**config.mk**
```make
export PLATFORM = sky130hd
export DESIGN_NAME = cfw_sysctl
export DESIGN_NICKNAME = d
export VERILOG_FILES = /design/src/cfw_pkg.sv /design/src/cfw_wd_if.sv /design/src/cfw_sysctl.sv /design/src/cfw_wdog.sv
export SDC_FILE = /design/constraint.sdc
export NUM_CORES = 1
export LEC_CHECK = 0
export BUFFER_PORTS_ARGS = -buffer_cell sky130_fd_sc_hd__clkbuf_2
export CORE_MARGIN = 3
export CORE_UTILIZATION = 35
export CTS_CLUSTER_DIAMETER = 50
export DETAILED_ROUTE_END_ITERATION = 8
export PLACE_DENSITY = 0.5
export SYNTH_ARGS = -nofsm -noshare
export SYNTH_HDL_FRONTEND = slang
export SYNTH_SLANG_ARGS = --single-unit
```
**constraint.sdc**
```tcl
create_clock -name clk -period 6.5 [get_ports clk]
set_input_delay 0.65 -clock clk [delete_from_list [all_inputs] [get_ports clk]]
set_output_delay 0.65 -clock clk [all_outputs]
set_load 0.01 [all_outputs]
```
**src/cfw_pkg.sv**
```systemverilog
// Shared constants and types for the clock-fail watchdog system control block
package cfw_pkg;
  localparam int DW = 32;
  localparam int AW = 8;
  // Register offsets
  localparam logic [AW-1:0] OFS_LPCR = 8'h00;
  localparam logic [AW-1:0] OFS_WAKESEL = 8'h04;
  localparam logic [AW-1:0] OFS_WDCNT = 8'h08;
  localparam logic [AW-1:0] OFS_WDKEY = 8'h0C;
  localparam logic [AW-1:0] OFS_WDCR = 8'h10;
  localparam logic [AW-1:0] OFS_STAT = 8'h14;
  // Low-power control fields and reset values
  localparam int LP_SEL_LSB = 0;
  localparam int LP_QUAL_LSB = 2;
  localparam int LP_QUAL_W = 6;
  localparam logic [7:0] LPCR_RST = 8'h00;
  localparam logic [31:0] WAKESEL_RST = 32'h0000_0000;
  localparam logic [5:0] QUAL_MAX = 6'h3F;
  // Watchdog control and status fields
  localparam int WDCR_DIS_BIT = 0;
  localparam int WDCR_IRQ_BIT = 1;
  localparam logic [1:0] WDCR_RST = 2'h0;
  localparam int STAT_MISS_BIT = 0;
  localparam int STAT_LIMP_BIT = 1;
  localparam int STAT_MODE_LSB = 2;
  // Watchdog key and counter figures
  localparam logic [7:0] KEY_ARM = 8'h55;
  localparam logic [7:0] KEY_FIRE = 8'hAA;
  localparam logic [7:0] WD_MAX = 8'hFF;
  localparam logic [9:0] WD_PULSE_CYC = 10'h200;
  // Timing: clock period and silence before a clock is declared lost
  localparam int CLK_PERIOD_NS = 100;
  localparam int MISS_TIME_NS = 1600;
  localparam logic [7:0] MISS_CYC =
    8'((MISS_TIME_NS + CLK_PERIOD_NS - 1) / CLK_PERIOD_NS);
  localparam logic [4:0] FAIL_RST_CYC = 5'h10;
  // Low-power states
  typedef enum logic [1:0] {
    LP_RUN = 2'b00,
    LP_IDLE = 2'b01,
    LP_STBY = 2'b10,
    LP_HALT = 2'b11
  } cfw_lp_state_t;
endpackage : cfw_pkg

```
**src/cfw_wd_if.sv**
```systemverilog
// Link between the system control top and the watchdog core
`timescale 1ns/1ps
interface cfw_wd_if;
  logic tick;
  logic run;
  logic key_wr;
  logic [7:0] key_val;
  logic dis;
  logic irq_mode;
  logic [7:0] count;
  logic rst_n;
  logic irq_n;
  modport ctrl (output tick, run, key_wr, key_val, dis, irq_mode,
                input count, rst_n, irq_n);
  modport core (input tick, run, key_wr, key_val, dis, irq_mode,
                output count, rst_n, irq_n);
endinterface : cfw_wd_if

```
**src/cfw_sysctl.sv**
```systemverilog
// System control top: clock-fail detection, watchdog and low-power modes
`timescale 1ns/1ps
module cfw_sysctl (
  input wire logic clk,
  input wire logic nrst,
  input wire logic [cfw_pkg::AW-1:0] reg_addr,
  input wire logic [cfw_pkg::DW-1:0] reg_wdata,
  input wire logic reg_wr,
  input wire logic reg_rd,
  output logic [cfw_pkg::DW-1:0] reg_rdata,
  input wire logic oscillator_clock,
  input wire logic idle_request,
  input wire logic irq_pending,
  input wire logic nonmaskable_irq_pin_n,
  input wire logic debugger_wake_n,
  input wire logic [31:0] gpio_port_a,
  output logic limp_clock_select,
  output logic cpu_input_clock_en,
  output logic system_clock_out_en,
  output logic osc_pll_enable,
  output logic tap_clock_enable,
  output logic device_reset_n,
  output logic watchdog_reset_out_n,
  output logic watchdog_wake_interrupt_n,
  output logic missing_clock_flag
);
  import cfw_pkg::*;

  // ----------------------------------------------------------------
  // Helpers
  // ----------------------------------------------------------------
  // Address decode for the write path; the read mux decodes with a case on reg_addr
  function automatic logic reg_hit(input logic [AW-1:0] a,
                                   input logic [AW-1:0] ofs);
    reg_hit = (a == ofs);
  endfunction : reg_hit

  cfw_wd_if wd ();

  // ----------------------------------------------------------------
  // Input synchronisers
  // ----------------------------------------------------------------
  logic osc_s1_r, osc_s2_r, osc_s3_r;
  logic nmi_s1_r, nmi_s2_r;
  logic dbg_s1_r, dbg_s2_r;
  logic [31:0] gpio_s1_r, gpio_s2_r;
  logic osc_edge;

  // Two flops per pin, a third only for oscillator edge detection
  always_ff @(posedge clk or negedge nrst)
  begin
    if (!nrst)
    begin
      osc_s1_r <= 1'b0;
      osc_s2_r <= 1'b0;
      osc_s3_r <= 1'b0;
      nmi_s1_r <= 1'b1;
      nmi_s2_r <= 1'b1;
      dbg_s1_r <= 1'b1;
      dbg_s2_r <= 1'b1;
      gpio_s1_r <= 32'hFFFF_FFFF;
      gpio_s2_r <= 32'hFFFF_FFFF;
    end
    else
    begin
      osc_s1_r <= oscillator_clock;
      osc_s2_r <= osc_s1_r;
      osc_s3_r <= osc_s2_r;
      nmi_s1_r <= nonmaskable_irq_pin_n;
      nmi_s2_r <= nmi_s1_r;
      dbg_s1_r <= debugger_wake_n;
      dbg_s2_r <= dbg_s1_r;
      gpio_s1_r <= gpio_port_a;
      gpio_s2_r <= gpio_s1_r;
    end
  end

  assign osc_edge = osc_s2_r & ~osc_s3_r;

  // ----------------------------------------------------------------
  // Registers
  // ----------------------------------------------------------------
  logic [7:0] lpcr_r, lpcr_nxt;
  logic [31:0] wakesel_r, wakesel_nxt;
  logic [1:0] wdcr_r, wdcr_nxt;
  logic [DW-1:0] rdata_r, rdata_nxt;
  logic stat_clear;
  cfw_lp_state_t state_r, state_nxt;
  logic fail_r;
  logic miss_flag_r;

  // Register writes and the read mux
  always_comb
  begin
    lpcr_nxt = lpcr_r;
    wakesel_nxt = wakesel_r;
    wdcr_nxt = wdcr_r;
    stat_clear = 1'b0;
    if (reg_wr)
    begin
      if (reg_hit(reg_addr, OFS_LPCR))
      begin
        lpcr_nxt = reg_wdata[7:0];
      end
      if (reg_hit(reg_addr, OFS_WAKESEL))
      begin
        wakesel_nxt = reg_wdata;
      end
      if (reg_hit(reg_addr, OFS_WDCR))
      begin
        wdcr_nxt = reg_wdata[1:0];
      end
      if (reg_hit(reg_addr, OFS_STAT))
      begin
        stat_clear = reg_wdata[STAT_MISS_BIT];
      end
    end
    rdata_nxt = '0;
    if (reg_rd)
    begin
      case (reg_addr)
        OFS_LPCR: rdata_nxt = {24'h000000, lpcr_r};
        OFS_WAKESEL: rdata_nxt = wakesel_r;
        OFS_WDCNT: rdata_nxt = {24'h000000, wd.count};
        OFS_WDKEY: rdata_nxt = '0;
        OFS_WDCR: rdata_nxt = {30'h00000000, wdcr_r};
        OFS_STAT:
        begin
          rdata_nxt[STAT_MISS_BIT] = miss_flag_r;
          rdata_nxt[STAT_LIMP_BIT] = fail_r;
          rdata_nxt[STAT_MODE_LSB +: 2] = state_r;
        end
        default: rdata_nxt = '0;
      endcase
    end
  end

  // Register storage
  always_ff @(posedge clk or negedge nrst)
  begin
    if (!nrst)
    begin
      lpcr_r <= LPCR_RST;
      wakesel_r <= WAKESEL_RST;
      wdcr_r <= WDCR_RST;
      rdata_r <= '0;
    end
    else
    begin
      lpcr_r <= lpcr_nxt;
      wakesel_r <= wakesel_nxt;
      wdcr_r <= wdcr_nxt;
      rdata_r <= rdata_nxt;
    end
  end

  assign reg_rdata = rdata_r;

  // ----------------------------------------------------------------
  // Clock-fail detection
  // ----------------------------------------------------------------
  logic seen_r, seen_nxt;
  logic [7:0] silence_r, silence_nxt;
  logic fail_nxt;
  logic miss_flag_nxt;
  logic [4:0] frst_r, frst_nxt;
  logic miss_event;
  logic dev_rst_n_r;

  // Count cycles with no oscillator edge and latch the failure
  always_comb
  begin
    seen_nxt = seen_r | osc_edge;
    // Halt stops the oscillator on purpose, so its silence is no loss
    miss_event = seen_r && !fail_r && !osc_edge && state_r != LP_HALT &&
                 silence_r == MISS_CYC - 8'h01;
    if (osc_edge || state_r == LP_HALT)
    begin
      silence_nxt = 8'h00;
    end
    else if (silence_r != MISS_CYC)
    begin
      silence_nxt = silence_r + 8'h01;
    end
    else
    begin
      silence_nxt = silence_r;
    end
    fail_nxt = fail_r | miss_event;
    miss_flag_nxt = miss_event | (miss_flag_r & ~stat_clear);
    if (miss_event)
    begin
      frst_nxt = FAIL_RST_CYC;
    end
    else if (frst_r != 5'h00)
    begin
      frst_nxt = frst_r - 5'h01;
    end
    else
    begin
      frst_nxt = frst_r;
    end
  end

  // Clock-fail state
  always_ff @(posedge clk or negedge nrst)
  begin
    if (!nrst)
    begin
      seen_r <= 1'b0;
      silence_r <= 8'h00;
      fail_r <= 1'b0;
      miss_flag_r <= 1'b0;
      frst_r <= 5'h00;
      dev_rst_n_r <= 1'b1;
    end
    else
    begin
      seen_r <= seen_nxt;
      silence_r <= silence_nxt;
      fail_r <= fail_nxt;
      miss_flag_r <= miss_flag_nxt;
      frst_r <= frst_nxt;
      dev_rst_n_r <= (frst_nxt == 5'h00) && wd.rst_n;
    end
  end

  assign limp_clock_select = fail_r;
  assign missing_clock_flag = miss_flag_r;
  assign device_reset_n = dev_rst_n_r;

  // ----------------------------------------------------------------
  // Watchdog hookup
  // ----------------------------------------------------------------
  // Counter runs on oscillator edges, never on the limp clock or in halt
  assign wd.tick = osc_edge;
  assign wd.run = !fail_r && state_r != LP_HALT;
  assign wd.key_wr = reg_wr && reg_hit(reg_addr, OFS_WDKEY);
  assign wd.key_val = reg_wdata[7:0];
  assign wd.dis = wdcr_r[WDCR_DIS_BIT];
  assign wd.irq_mode = wdcr_r[WDCR_IRQ_BIT];
  assign watchdog_reset_out_n = wd.rst_n;
  assign watchdog_wake_interrupt_n = wd.irq_n;

  cfw_wdog u_wdog (
    .clk (clk),
    .nrst (nrst),
    .wd (wd.core)
  );

  // ----------------------------------------------------------------
  // Low-power mode controller
  // ----------------------------------------------------------------
  logic [5:0] qual_r, qual_nxt;
  logic gpio_low, gpio_qualified, wd_wake, nmi_wake, dbg_wake;
  logic cpu_en_r, sys_en_r, osc_en_r;

  // Wake qualification and state transitions
  always_comb
  begin
    gpio_low = |(~gpio_s2_r & wakesel_r);
    wd_wake = !wd.irq_n;
    nmi_wake = !nmi_s2_r;
    dbg_wake = !dbg_s2_r;
    if (state_r == LP_STBY && gpio_low)
    begin
      qual_nxt = (qual_r == QUAL_MAX) ? qual_r : qual_r + 6'h01;
    end
    else
    begin
      qual_nxt = 6'h00;
    end
    gpio_qualified = gpio_low &&
                     qual_r >= lpcr_r[LP_QUAL_LSB +: LP_QUAL_W];
    state_nxt = state_r;
    case (state_r)
      LP_RUN:
      begin
        if (idle_request)
        begin
          if (lpcr_r[LP_SEL_LSB + 1])
          begin
            state_nxt = LP_HALT;
          end
          else if (lpcr_r[LP_SEL_LSB])
          begin
            state_nxt = LP_STBY;
          end
          else
          begin
            state_nxt = LP_IDLE;
          end
        end
      end
      LP_IDLE:
      begin
        if (wd_wake || irq_pending || nmi_wake)
        begin
          state_nxt = LP_RUN;
        end
      end
      LP_STBY:
      begin
        if (wd_wake || gpio_qualified || dbg_wake || nmi_wake)
        begin
          state_nxt = LP_RUN;
        end
      end
      LP_HALT:
      begin
        if (gpio_low)
        begin
          state_nxt = LP_RUN;
        end
      end
      default: state_nxt = LP_RUN;
    endcase
    if (miss_event)
    begin
      state_nxt = LP_RUN;
    end
  end

  // Low-power state and clock gates; pins are never touched here
  always_ff @(posedge clk or negedge nrst)
  begin
    if (!nrst)
    begin
      state_r <= LP_RUN;
      qual_r <= 6'h00;
      cpu_en_r <= 1'b1;
      sys_en_r <= 1'b1;
      osc_en_r <= 1'b1;
    end
    else
    begin
      state_r <= state_nxt;
      qual_r <= qual_nxt;
      cpu_en_r <= state_nxt == LP_RUN || state_nxt == LP_IDLE;
      sys_en_r <= state_nxt == LP_RUN || state_nxt == LP_IDLE;
      osc_en_r <= state_nxt != LP_HALT;
    end
  end

  assign cpu_input_clock_en = cpu_en_r;
  assign system_clock_out_en = sys_en_r;
  assign osc_pll_enable = osc_en_r;
  assign tap_clock_enable = 1'b1;

  // ----------------------------------------------------------------
  // Checks
  // ----------------------------------------------------------------
  a_miss_sets_flag: assert property (@(posedge clk) disable iff (!nrst)
    miss_event |=> (fail_r && miss_flag_r && limp_clock_select))
    else $error("clock loss did not set flag and limp select");
  a_miss_resets_dev: assert property (@(posedge clk) disable iff (!nrst)
    miss_event |=> ##1 !device_reset_n [*8])
    else $error("clock loss did not reset device");
  a_unseen_no_fail: assert property (@(posedge clk) disable iff (!nrst)
    !seen_r |-> !fail_r)
    else $error("limp mode before clock seen");
  a_halt_clocks_off: assert property (@(posedge clk) disable iff (!nrst)
    (state_r == LP_HALT) |-> (!osc_pll_enable && !cpu_input_clock_en
                              && !wd.run))
    else $error("clocks running in halt");
  a_halt_wake_only: assert property (@(posedge clk) disable iff (!nrst)
    (state_r == LP_HALT && !gpio_low && !miss_event) |=>
    state_r == LP_HALT)
    else $error("halt left without gpio wake");
  a_stby_gpio_qual: assert property (@(posedge clk) disable iff (!nrst)
    (state_r == LP_STBY && !wd_wake && !dbg_wake && !nmi_wake &&
     !miss_event && !gpio_qualified) |=> state_r == LP_STBY)
    else $error("standby left before qualification");
  a_idle_clocks_on: assert property (@(posedge clk) disable iff (!nrst)
    $rose(state_r == LP_IDLE) |-> (cpu_input_clock_en &&
                                   system_clock_out_en))
    else $error("idle stopped a clock");
  a_stby_cpu_off: assert property (@(posedge clk) disable iff (!nrst)
    (state_r == LP_STBY) |-> (!cpu_input_clock_en && osc_pll_enable))
    else $error("standby clock gating wrong");
  c_clock_loss: cover property (@(posedge clk) disable iff (!nrst)
    miss_event);
  c_stby_wake: cover property (@(posedge clk) disable iff (!nrst)
    state_r == LP_STBY ##1 state_r == LP_RUN);
  c_halt_wake: cover property (@(posedge clk) disable iff (!nrst)
    state_r == LP_HALT ##1 state_r == LP_RUN);
endmodule : cfw_sysctl

```
**src/cfw_wdog.sv**
```systemverilog
// Watchdog core: up counter, key sequence and overflow pulse
`timescale 1ns/1ps
module cfw_wdog (
  input wire logic clk,
  input wire logic nrst,
  cfw_wd_if.core wd
);
  import cfw_pkg::*;
  localparam int PULSE_END = 512;

  logic [7:0] cnt_r, cnt_nxt;
  logic armed_r, armed_nxt;
  logic [9:0] pcnt_r, pcnt_nxt;
  logic rst_n_r, rst_n_nxt;
  logic irq_n_r, irq_n_nxt;
  logic overflow;

  // Counter, key sequence and pulse timer
  always_comb
  begin
    overflow = wd.tick && wd.run && !wd.dis && cnt_r == WD_MAX;
    cnt_nxt = cnt_r;
    armed_nxt = armed_r;
    if (wd.tick && wd.run)
    begin
      cnt_nxt = cnt_r + 8'h01;
    end
    if (wd.key_wr)
    begin
      armed_nxt = (wd.key_val == KEY_ARM);
      if (wd.key_val == KEY_FIRE && armed_r)
      begin
        cnt_nxt = 8'h00;
      end
    end
    if (overflow)
    begin
      pcnt_nxt = WD_PULSE_CYC;
    end
    else if (pcnt_r != 10'h000)
    begin
      pcnt_nxt = pcnt_r - 10'h001;
    end
    else
    begin
      pcnt_nxt = pcnt_r;
    end
    rst_n_nxt = !(pcnt_nxt != 10'h000 && !wd.irq_mode);
    irq_n_nxt = !(pcnt_nxt != 10'h000 && wd.irq_mode);
  end

  // Watchdog state registers
  always_ff @(posedge clk or negedge nrst)
  begin
    if (!nrst)
    begin
      cnt_r <= 8'h00;
      armed_r <= 1'b0;
      pcnt_r <= 10'h000;
      rst_n_r <= 1'b1;
      irq_n_r <= 1'b1;
    end
    else
    begin
      cnt_r <= cnt_nxt;
      armed_r <= armed_nxt;
      pcnt_r <= pcnt_nxt;
      rst_n_r <= rst_n_nxt;
      irq_n_r <= irq_n_nxt;
    end
  end

  assign wd.count = cnt_r;
  assign wd.rst_n = rst_n_r;
  assign wd.irq_n = irq_n_r;

  // Checks
  a_count_hold_stop: assert property (@(posedge clk) disable iff (!nrst)
    (!wd.run && !wd.key_wr) |=> $stable(cnt_r))
    else $error("watchdog count moved while stopped");
  a_key_pair_clears: assert property (@(posedge clk) disable iff (!nrst)
    (wd.key_wr && wd.key_val == KEY_ARM) ##1
    (wd.key_wr && wd.key_val == KEY_FIRE) |=> cnt_r == 8'h00)
    else $error("key sequence did not clear counter");
  a_lone_fire_ignored: assert property (@(posedge clk) disable iff (!nrst)
    (wd.key_wr && wd.key_val == KEY_FIRE && !armed_r && !wd.tick)
    |=> $stable(cnt_r))
    else $error("lone 0xAA cleared counter");
  a_pulse_width_512: assert property (@(posedge clk) disable iff (!nrst)
    $fell(rst_n_r) |-> ##[PULSE_END:PULSE_END] $rose(rst_n_r))
    else $error("reset pulse not 512 cycles");
  a_disabled_quiet: assert property (@(posedge clk) disable iff (!nrst)
    (wd.dis && pcnt_r == 10'h000) |=> (rst_n_r && irq_n_r))
    else $error("disabled watchdog pulsed");
  c_overflow_reset: cover property (@(posedge clk) disable iff (!nrst)
    $fell(rst_n_r));
endmodule : cfw_wdog

```
======== After elaboration in Yosys (flattened, before gate mapping) ========
Cells that the tools add are included.
Widths: inputs -> output; s select.
cells by class
  $add $sub $neg .......................... 5
  order comparisons ....................... 1
  equality and inequality tests ........... 18
  mux-type cells .......................... 24
  bitwise gates (word level) .............. 9
  reduce and logical (&&, ||, !) cells .... 43
operators by type and width
  operator               number
  $pmux 28 s3            1
  $mux 8                 5
  $and 32x32->32         1
  $mux 32                1
  $not 32->32            1
  $reduce_or 32->1       1
  $eq 8x4->1 const B     3
  $mux 10                2
  $pmux 4 s5             1
  $reduce_bool 10->1     2
  $add 8x1->8 const B    2
  $eq 8x5->1 const B     2
  $eq 8x8->1 const B     2
  $logic_and 1x1->1      15
  $mux 2                 7
  $mux 6                 2
  $mux 5                 2
  $sub 10x1->10 const B  1
  $logic_not 1->1        9
  $eq 8x3->1 const B     1
  $eq 8x7->1 const B     1
  $logic_not 8->1        1
  $ne 8x5->1 const B     1
  $pmux 2 s4             1
  other kinds (17)       35
storage, ports and cells
  bits in registers ....................... 193
  bits of input ports ..................... 81
  output and inout port bits .............. 41
  word-level logic and storage cells ...... 128

======== Longest topological paths before layout ========
Gate-level depths: netlist of run 1.
  depth in word-level cells ............... 12
  gate-level depth with buffers ........... 9
  gate-level depth less buffers ........... 7

======== Cells and area by module ========
A second synthesis of run 1 with hierarchy kept.
second synthesis, totals
  cell total of the unflattened synthesis .. 591
  area total of the unflattened synthesis .. 7673.6 um2
by module, submodules not included
  module      times used  cells an instance  area each (um2)  seq. area each (um2)
  cfw_sysctl  1           471                6500.0           4393.0
  cfw_wdog    1           120                1173.6           528.0

======== Worst setup path after synthesis of run 1 ========
No wires, ideal clock.
  path kind ............................... register to register
  start point ............................. reg u_wdog.pcnt_r[0]
  end point ............................... reg u_wdog.rst_n_r (netlist: u_wdog.wd.rst_n)
  setup time .............................. 82 ps
  data arrival time ....................... 2079 ps
  data required time ...................... 6418 ps
  setup slack ............................. 4340 ps
  stages on the path, launching flop included .. 10
  path buffers ............................ 2
  clock period less this slack ............ 2160 ps
  path through ............................ dfrtp_1 > inv_1 > ha_1 > buf_2 > or4b_1 > buf_2 > or3_1 > a32o_1 > nand4_1 > o21bai_1
between the ends
  word-level cells in the longest chain between the ends .. 6
  elaborated cells on any way between the ends .. 7
  classes of those cells .................. 1 x add/sub; 2 x mux; 4 x reduce/logical
RTL lines
  item                                                 RTL line                        RTL
  start: declaration                                   cfw_wdog.sv:13                  logic [9:0] pcnt_r, pcnt_nxt;
  start signal: assignment                             cfw_wdog.sv:67                  pcnt_r <= pcnt_nxt;
  $sub 10x1->10 or $reduce_bool 10->1 (tied branches)  cfw_wdog.sv:42, cfw_wdog.sv:40
  $mux 10 (*)                                          cfw_wdog.sv:40                  else if (pcnt_r != 10'h000)
  $mux 10 (*)                                          cfw_wdog.sv:36                  if (overflow)
  $reduce_bool 10->1 (*)                               cfw_wdog.sv:48                  rst_n_nxt = !(pcnt_nxt != 10'h000 && !wd.irq_mode);
  $logic_and 1x1->1 (*)                                cfw_wdog.sv:48
  $logic_not 1->1 (*)                                  cfw_wdog.sv:48
  net u_wdog.rst_n_nxt                                 cfw_wdog.sv:14                  logic rst_n_r, rst_n_nxt;
  end signal: assignment                               cfw_wdog.sv:68                  rst_n_r <= rst_n_nxt;
  end: declaration                                     cfw_wdog.sv:14
Mark *: on every way through the listed nets, which the timed path passes. The rest lies on a longest branch.
A chain may end at the register's enable or synchronous reset.

======== Final worst setup path of run 1 ========
  start point ............................. in reg_addr[1] in the netlist's numbering
  end point ............................... reg wakesel_r[17]
between the ends
  word-level cells in the longest chain between the ends .. 2
RTL lines
  item                        RTL line           RTL
  start: declaration          cfw_sysctl.sv:6    input wire logic [cfw_pkg::AW-1:0] reg_addr,
  $eq 8x3->1                  cfw_sysctl.sv:35   reg_hit = (a == ofs);
  $reduce_and 2->1 (no line)  -
  end signal: assignment      cfw_sysctl.sv:151  wakesel_r <= wakesel_nxt;
  end: declaration            cfw_sysctl.sv:84   logic [31:0] wakesel_r, wakesel_nxt;
No other way between the ends.

==> impl_metrics.ini, run 1 <==
[run_status]
status = completed

[cts]
h-tree-depth = 4
root_buffer = clkbuf_16
cts_made_buffers = 17
clkLatencyLatePin_ns = 0.42
clock_path_buffers = 2
post-cts-setup-buffers = 0
cts_hold_buffers = 0
cts_resized = 0
cts_tree = built
cts_sinks = 193
clk_pin_slew_ns = 0.07

[power]
vdd_drop_max_mv = 0.149
p_leak_nw = 4.24
cellPowerDensity_mw_per_mm2 = 330
p_total_mw = 2.99

[setup_path]
worstPathCellList = clkbuf_2 > nor4b_1 > and2_1 > buf_4 > nand2_1 > buf_4 > mux2_1
critPathMaxStageDelay_ns = 0.49
cp-start-kind = primary input
cp.buffers_inverters = 3
cp.required_ns = 6.80
arrival_ns = 2.94
critPathMostFrequentCell = buf_4
crit_slowest_cell = nor4b_1
critical_path_class = in -> reg
crit_family = simple AND/OR/NAND/NOR gates
end_kind = flip-flop
path_max_fanout = 33

[routing]
wl_met1_um = 8120
met3_length_um = 935
detail_route.wl_per_cell_um = 17.3
viasPerCell = 4.88
remaining_drc_errors = 0
wl_met2_um = 7980
drtIter0Drc = 300
routed.top_layer = met5
ant_nets = 0
totalWireLength_um = 17200
num_vias = 4857
drt_first_pass_iters = 4

[sta]
relSlewSlack = 0.315
tightest_slew_ns = 1.03
setup_violations = 0
holdWs_ns = 0.296
hold_violations = 0
worst_slack_ns = 3.86
tns_ns = 0
period_share = 0.406
rsz0062_at_grt = false
fin_crit_ns = 2.64
clock_skew_ns = 0.0116
max_freq_mhz = 379
drv_slew = 0

[die]
die_y_um = 154
start_util = 0.359
core_area_mm2 = 0.0212
io_pins = 122
die_w_um = 154
dieArea_mm2 = 0.0236
fp-row-count = 53

[layout]
multi_input_area_mm2 = 0.00249
fin_area_mm2 = 0.00905
nets = 800
seq_area_mm2 = 0.00492
fillers = 2013
num_antenna_cells = 0
layout-drive-gt1-share = 0.385
syn_to_final_growth_pct = 18.9

[global_routing]
grt_max_degree = 109
grt-ovfl-total = 0
antenna_found_initial = 1
grt_pass1_wl_um = 27900
grt_pass1_vias = 5105
grt_use_total = 0.150

[synthesis]
yosysTopAreaCell = dfrtp_1
mappedNetlistArea_mm2 = 0.00762
netlist.area_leader.share = 0.394
yosysSeqAreaShare = 0.646
async_flop_share = 1.00
syn_area_per_cell_um2 = 13.0
yosysWarningCount = 0
ys.flop_type = dfrtp_1
synth_cell_type_count = 58
yosysMostFrequentCell = dfrtp_1
syn_inst = 587
ys_ff_latch = 193
synth_edf_count = 0
synth_common_cells = dfrtp_1 (120), dfstp_2 (73), mux2_2 (41)
synth.area.top_cells = dfrtp_1 (39%), dfstp_2 (25%), mux2_2 (6.1%)
syn_nets = 680

[placed_design]
place_ws_ns = 3.40
gp_congestion = 0.799
dpl.hpwl_um = 12500
port_buffers = 120
post_dp_cell_area_mm2 = 0.00847

[worst_hold_path]
hold_class = in -> async

[flow_run]
maxCapViolations = 0
## cells by family (layout without fill, tap and decap cells)
kind of cell	after synthesis	after routing	share of synthesized area
flip-flops	193	193	0.646
buffers and inverters	44	177	0.0266
XOR/XNOR	21	21	0.0241
multiplexers	47	47	0.0688
adder cells (fa/ha/maj)	12	12	0.0197
other	1	1	0.000492
AO/OA/AOI/OAI	67	67	0.0598
AND/OR/NAND/NOR	202	202	0.154
## worst reg2reg max path, stage by stage (launching register included)
cell,delay (ns)
dfrtp_1,0.42
inv_1,0.11
ha_1,0.33
or4b_1,0.60
or3_1,0.38
a32o_1,0.26
nand4_1,0.13
o21ai_1,0.07
## flip-flops by register name, indices dropped and copies added (netlist names), 2 cells and up
signal           flops
frst_r               5
gpio_s1_r           32
gpio_s2_r           32
lpcr_r               8
qual_r               6
reg_rdata           32
silence_r            8
state_r              2
u_wdog.pcnt_r       10
u_wdog.wd.count      8
wakesel_r           32
wdcr_r               2
## area by class of cell
type | count | share of cell area
Sequential cell | 193 | 0.543
Multi-Input combinational cell | 350 | 0.275
Timing Repair Buffer | 123 | 0.0698
Clock buffer | 19 | 0.0489
Tap cell | 275 | 0.0380
Clock inverter | 13 | 0.0155
Inverter | 22 | 0.00912
## cells in the final DEF, fill, tap and decap left out, drive strengths merged, types with 8 or more instances in the layout
master,n
nor3,11
inv,29
nand3,12
nand2b,35
nand2,23
o21ai,10
a21oi,21
ha,12
and3,31
dfrtp,120
xnor2,10
dfstp,73
o2111ai,8
nor2,38
mux2,43
clkbuf,139
xor2,11
## worst paths after layout
check / slack, ns / to / start / depth (start not counted)
setup reg to reg: 4.11 / u_wdog.wd.irq_n / u_wdog.pcnt_r[0] / 7
hold reg to reg: 0.35 / gpio_s2_r[1] / gpio_s1_r[1] / 0
hold / removal: 0.30 / qual_r[3] / nrst / 1
min in group clk: 0.30 / gpio_s1_r[9] / gpio_port_a[9] / 1
setup / recovery: 3.86 / wakesel_r[17] / reg_addr[1] / 7
max in group asynchronous: 4.64 / wakesel_r[20] / nrst / 2
## metrics by stage
stage | cells | util
detailed placement | 963 | 0.399
global route | 995 | 0.427
global placement | 963 | 0.399
CTS | 995 | 0.427
finish | 995 | 0.427
floorplan | 587 | -
## power breakdown
part | internal [mW] | switching (mW) | leakage (nW) | total, mW
logic | 0.227 | 0.247 | 1.58 | 0.473
registers | 1.35 | 0.150 | 2.37 | 1.50
clock network | 0.524 | 0.483 | 0.288 | 1.01
## metal layers
layer,up-vias,track usage
li1,2303,-
met1,2414,0.217
met2,129,0.226
met3,9,0.0436
met4,2,0.0328
met5,-,0
No activity file was read; power rests on OpenSTA's default activity.
==> inputs of run 2 (changes only) <==
clock period = 2.7 ns   (was 6.5 ns; I/O delays follow)
==> run 2 against run 1 <==
Utilization is 2.1 points higher. Combinational power rose to 2.6 times the previous value. Global-route usage up 0.34 points. Worst hold slack got worse by 0.25 ns. Largest power group unchanged. Highest routed layer is now met4. Final cell count is 4.4% higher. Flip-flop and latch count unchanged. Die area unchanged.
==> impl_metrics.ini, run 2 (synthesis gave the netlist of run 1 again) <==
[run_status]
status = completed

[setup_path]
end_kind = flip-flop
arrival_ns = 2.72
reg2regPathDepth = 7
path_max_fanout = 9
r2r-start = u_wdog.pcnt_r[0]
crit_end = u_wdog.wd.rst_n
r2r_end = u_wdog.wd.rst_n
cp-start-kind = flip-flop
critical_path_class = reg -> reg
startpoint = u_wdog.pcnt_r[0]
cp.required_ns = 3.05
rrSetupSlack_ns = 0.33

[routing]
totalWireLength_um = 17600
ant_nets = 0
detail_route.wl_per_cell_um = 17.0
drtIter0Drc = 296
viasPerCell = 4.83
num_vias = 5015
drt_first_pass_iters = 4
remaining_drc_errors = 0

[layout]
fillers = 1958
layout_common_cells = dfrtp_1 (120), clkbuf_2 (119), dfstp_2 (73)
syn_to_final_growth_pct = 24.9
seq_area_mm2 = 0.00492
nets = 844
multi_input_area_mm2 = 0.00249
final_common_cell = dfrtp_1
layout-drive-gt1-share = 0.374
num_antenna_cells = 0
fin_area_mm2 = 0.00951

[global_routing]
antenna_found_initial = 0
grt_max_degree = 68
grt_pass1_wl_um = 28500
grt_use_total = 0.153
grt-ovfl-total = 0
grt_pass1_vias = 5264

[cts]
clock_path_buffers = 2
cts_sinks = 193
clk_pin_slew_ns = 0.07
root_buffer = clkbuf_16
cts_made_buffers = 17
cts_tree = built
h-tree-depth = 4
clkLatencyLatePin_ns = 0.43

[sta]
max_freq_mhz = 422
drv_slew = 0
hold_violations = 0
clock_skew_ns = 0.00899
fin_crit_ns = 2.37
setup_violations = 0
worst_slack_ns = 0.330
tns_ns = 0
relSlewSlack = 0.453
rsz0062_at_grt = false
period_share = 0.878
tightest_slew_ns = 0.809

[die]
io_pins = 122
start_util = 0.359
core_area_mm2 = 0.0212
dieArea_mm2 = 0.0236
die_w_um = 154
fp-row-count = 53
die_y_um = 154

[placed_design]
port_buffers = 120
dpl.hpwl_um = 12600
post_dp_cell_area_mm2 = 0.00856
place_ws_ns = 0.380
gp_congestion = 0.829

[worst_hold_path]
hold_class = in -> reg

[flow_run]
maxCapViolations = 0

[power]
p_total_mw = 7.35
cellPowerDensity_mw_per_mm2 = 772
vdd_drop_max_mv = 0.436
p_leak_nw = 4.44
==> run 2: what timing repair did <==
action / in CTS / in global routing
gates resized for setup: 0 / 0
buffers inserted: 0 / 0
hold endpoints to repair: 77 / 0
hold buffers: 36 / 0
==> run 2: layer usage <==
layer / routed length [µm] / vias up / GRT usage
met5: 0 / - / 0
met4: 175 / 0 / 0.0471
met3: 862 / 12 / 0.0363
met2: 8160 / 128 / 0.231
met1: 8440 / 2482 / 0.221
li1: - / 2393 / -
==> run 2: through the flow <==
step,cells,hold WS [ns],utilization
finish,1039,0.0468,0.448
CTS,1039,0.0414,0.448
global placement,971,0.316,0.403
global route,1039,0.0490,0.448
detailed placement,971,0.323,0.403
floorplan,587,-0.0256,-
==> run 2: critical path, cell delays in order, from the launching register on <==
cell and delay, ns:
dfrtp_1 0.43, inv_1 0.12, ha_1 0.31, or4b_1 0.59, or3_1 0.39, a32o_1 0.26
nand4_1 0.11, o21bai_1 0.08
==> run 2: cell type report <==
class	count	share of cell area
Multi-Input combinational cell	350	0.262
Clock inverter	13	0.0146
Sequential cell	193	0.518
Inverter	22	0.00868
Tap cell	275	0.0362
Timing Repair Buffer	167	0.113
Clock buffer	19	0.0476
==> run 2: worst min-delay path by stage <==
stage,start,end,cells past startpoint
2_1_floorplan,nrst,frst_r[0],0
3_3_place_gp,nrst,u_wdog.pcnt_r[5],1
3_5_place_dp,nrst,u_wdog.pcnt_r[5],1
4_1_cts,reg_wdata[13],wakesel_r[13],2
5_1_grt,reg_wdata[13],wakesel_r[13],2
6_report,reg_wdata[13],wakesel_r[13],2
==> run 2: where the power goes <==
part	total, mW	switching [mW]	internal, mW
combinational	1.25	0.641	0.611
clock	2.49	1.20	1.29
sequential	3.60	0.341	3.26
total	7.35	2.19	5.16
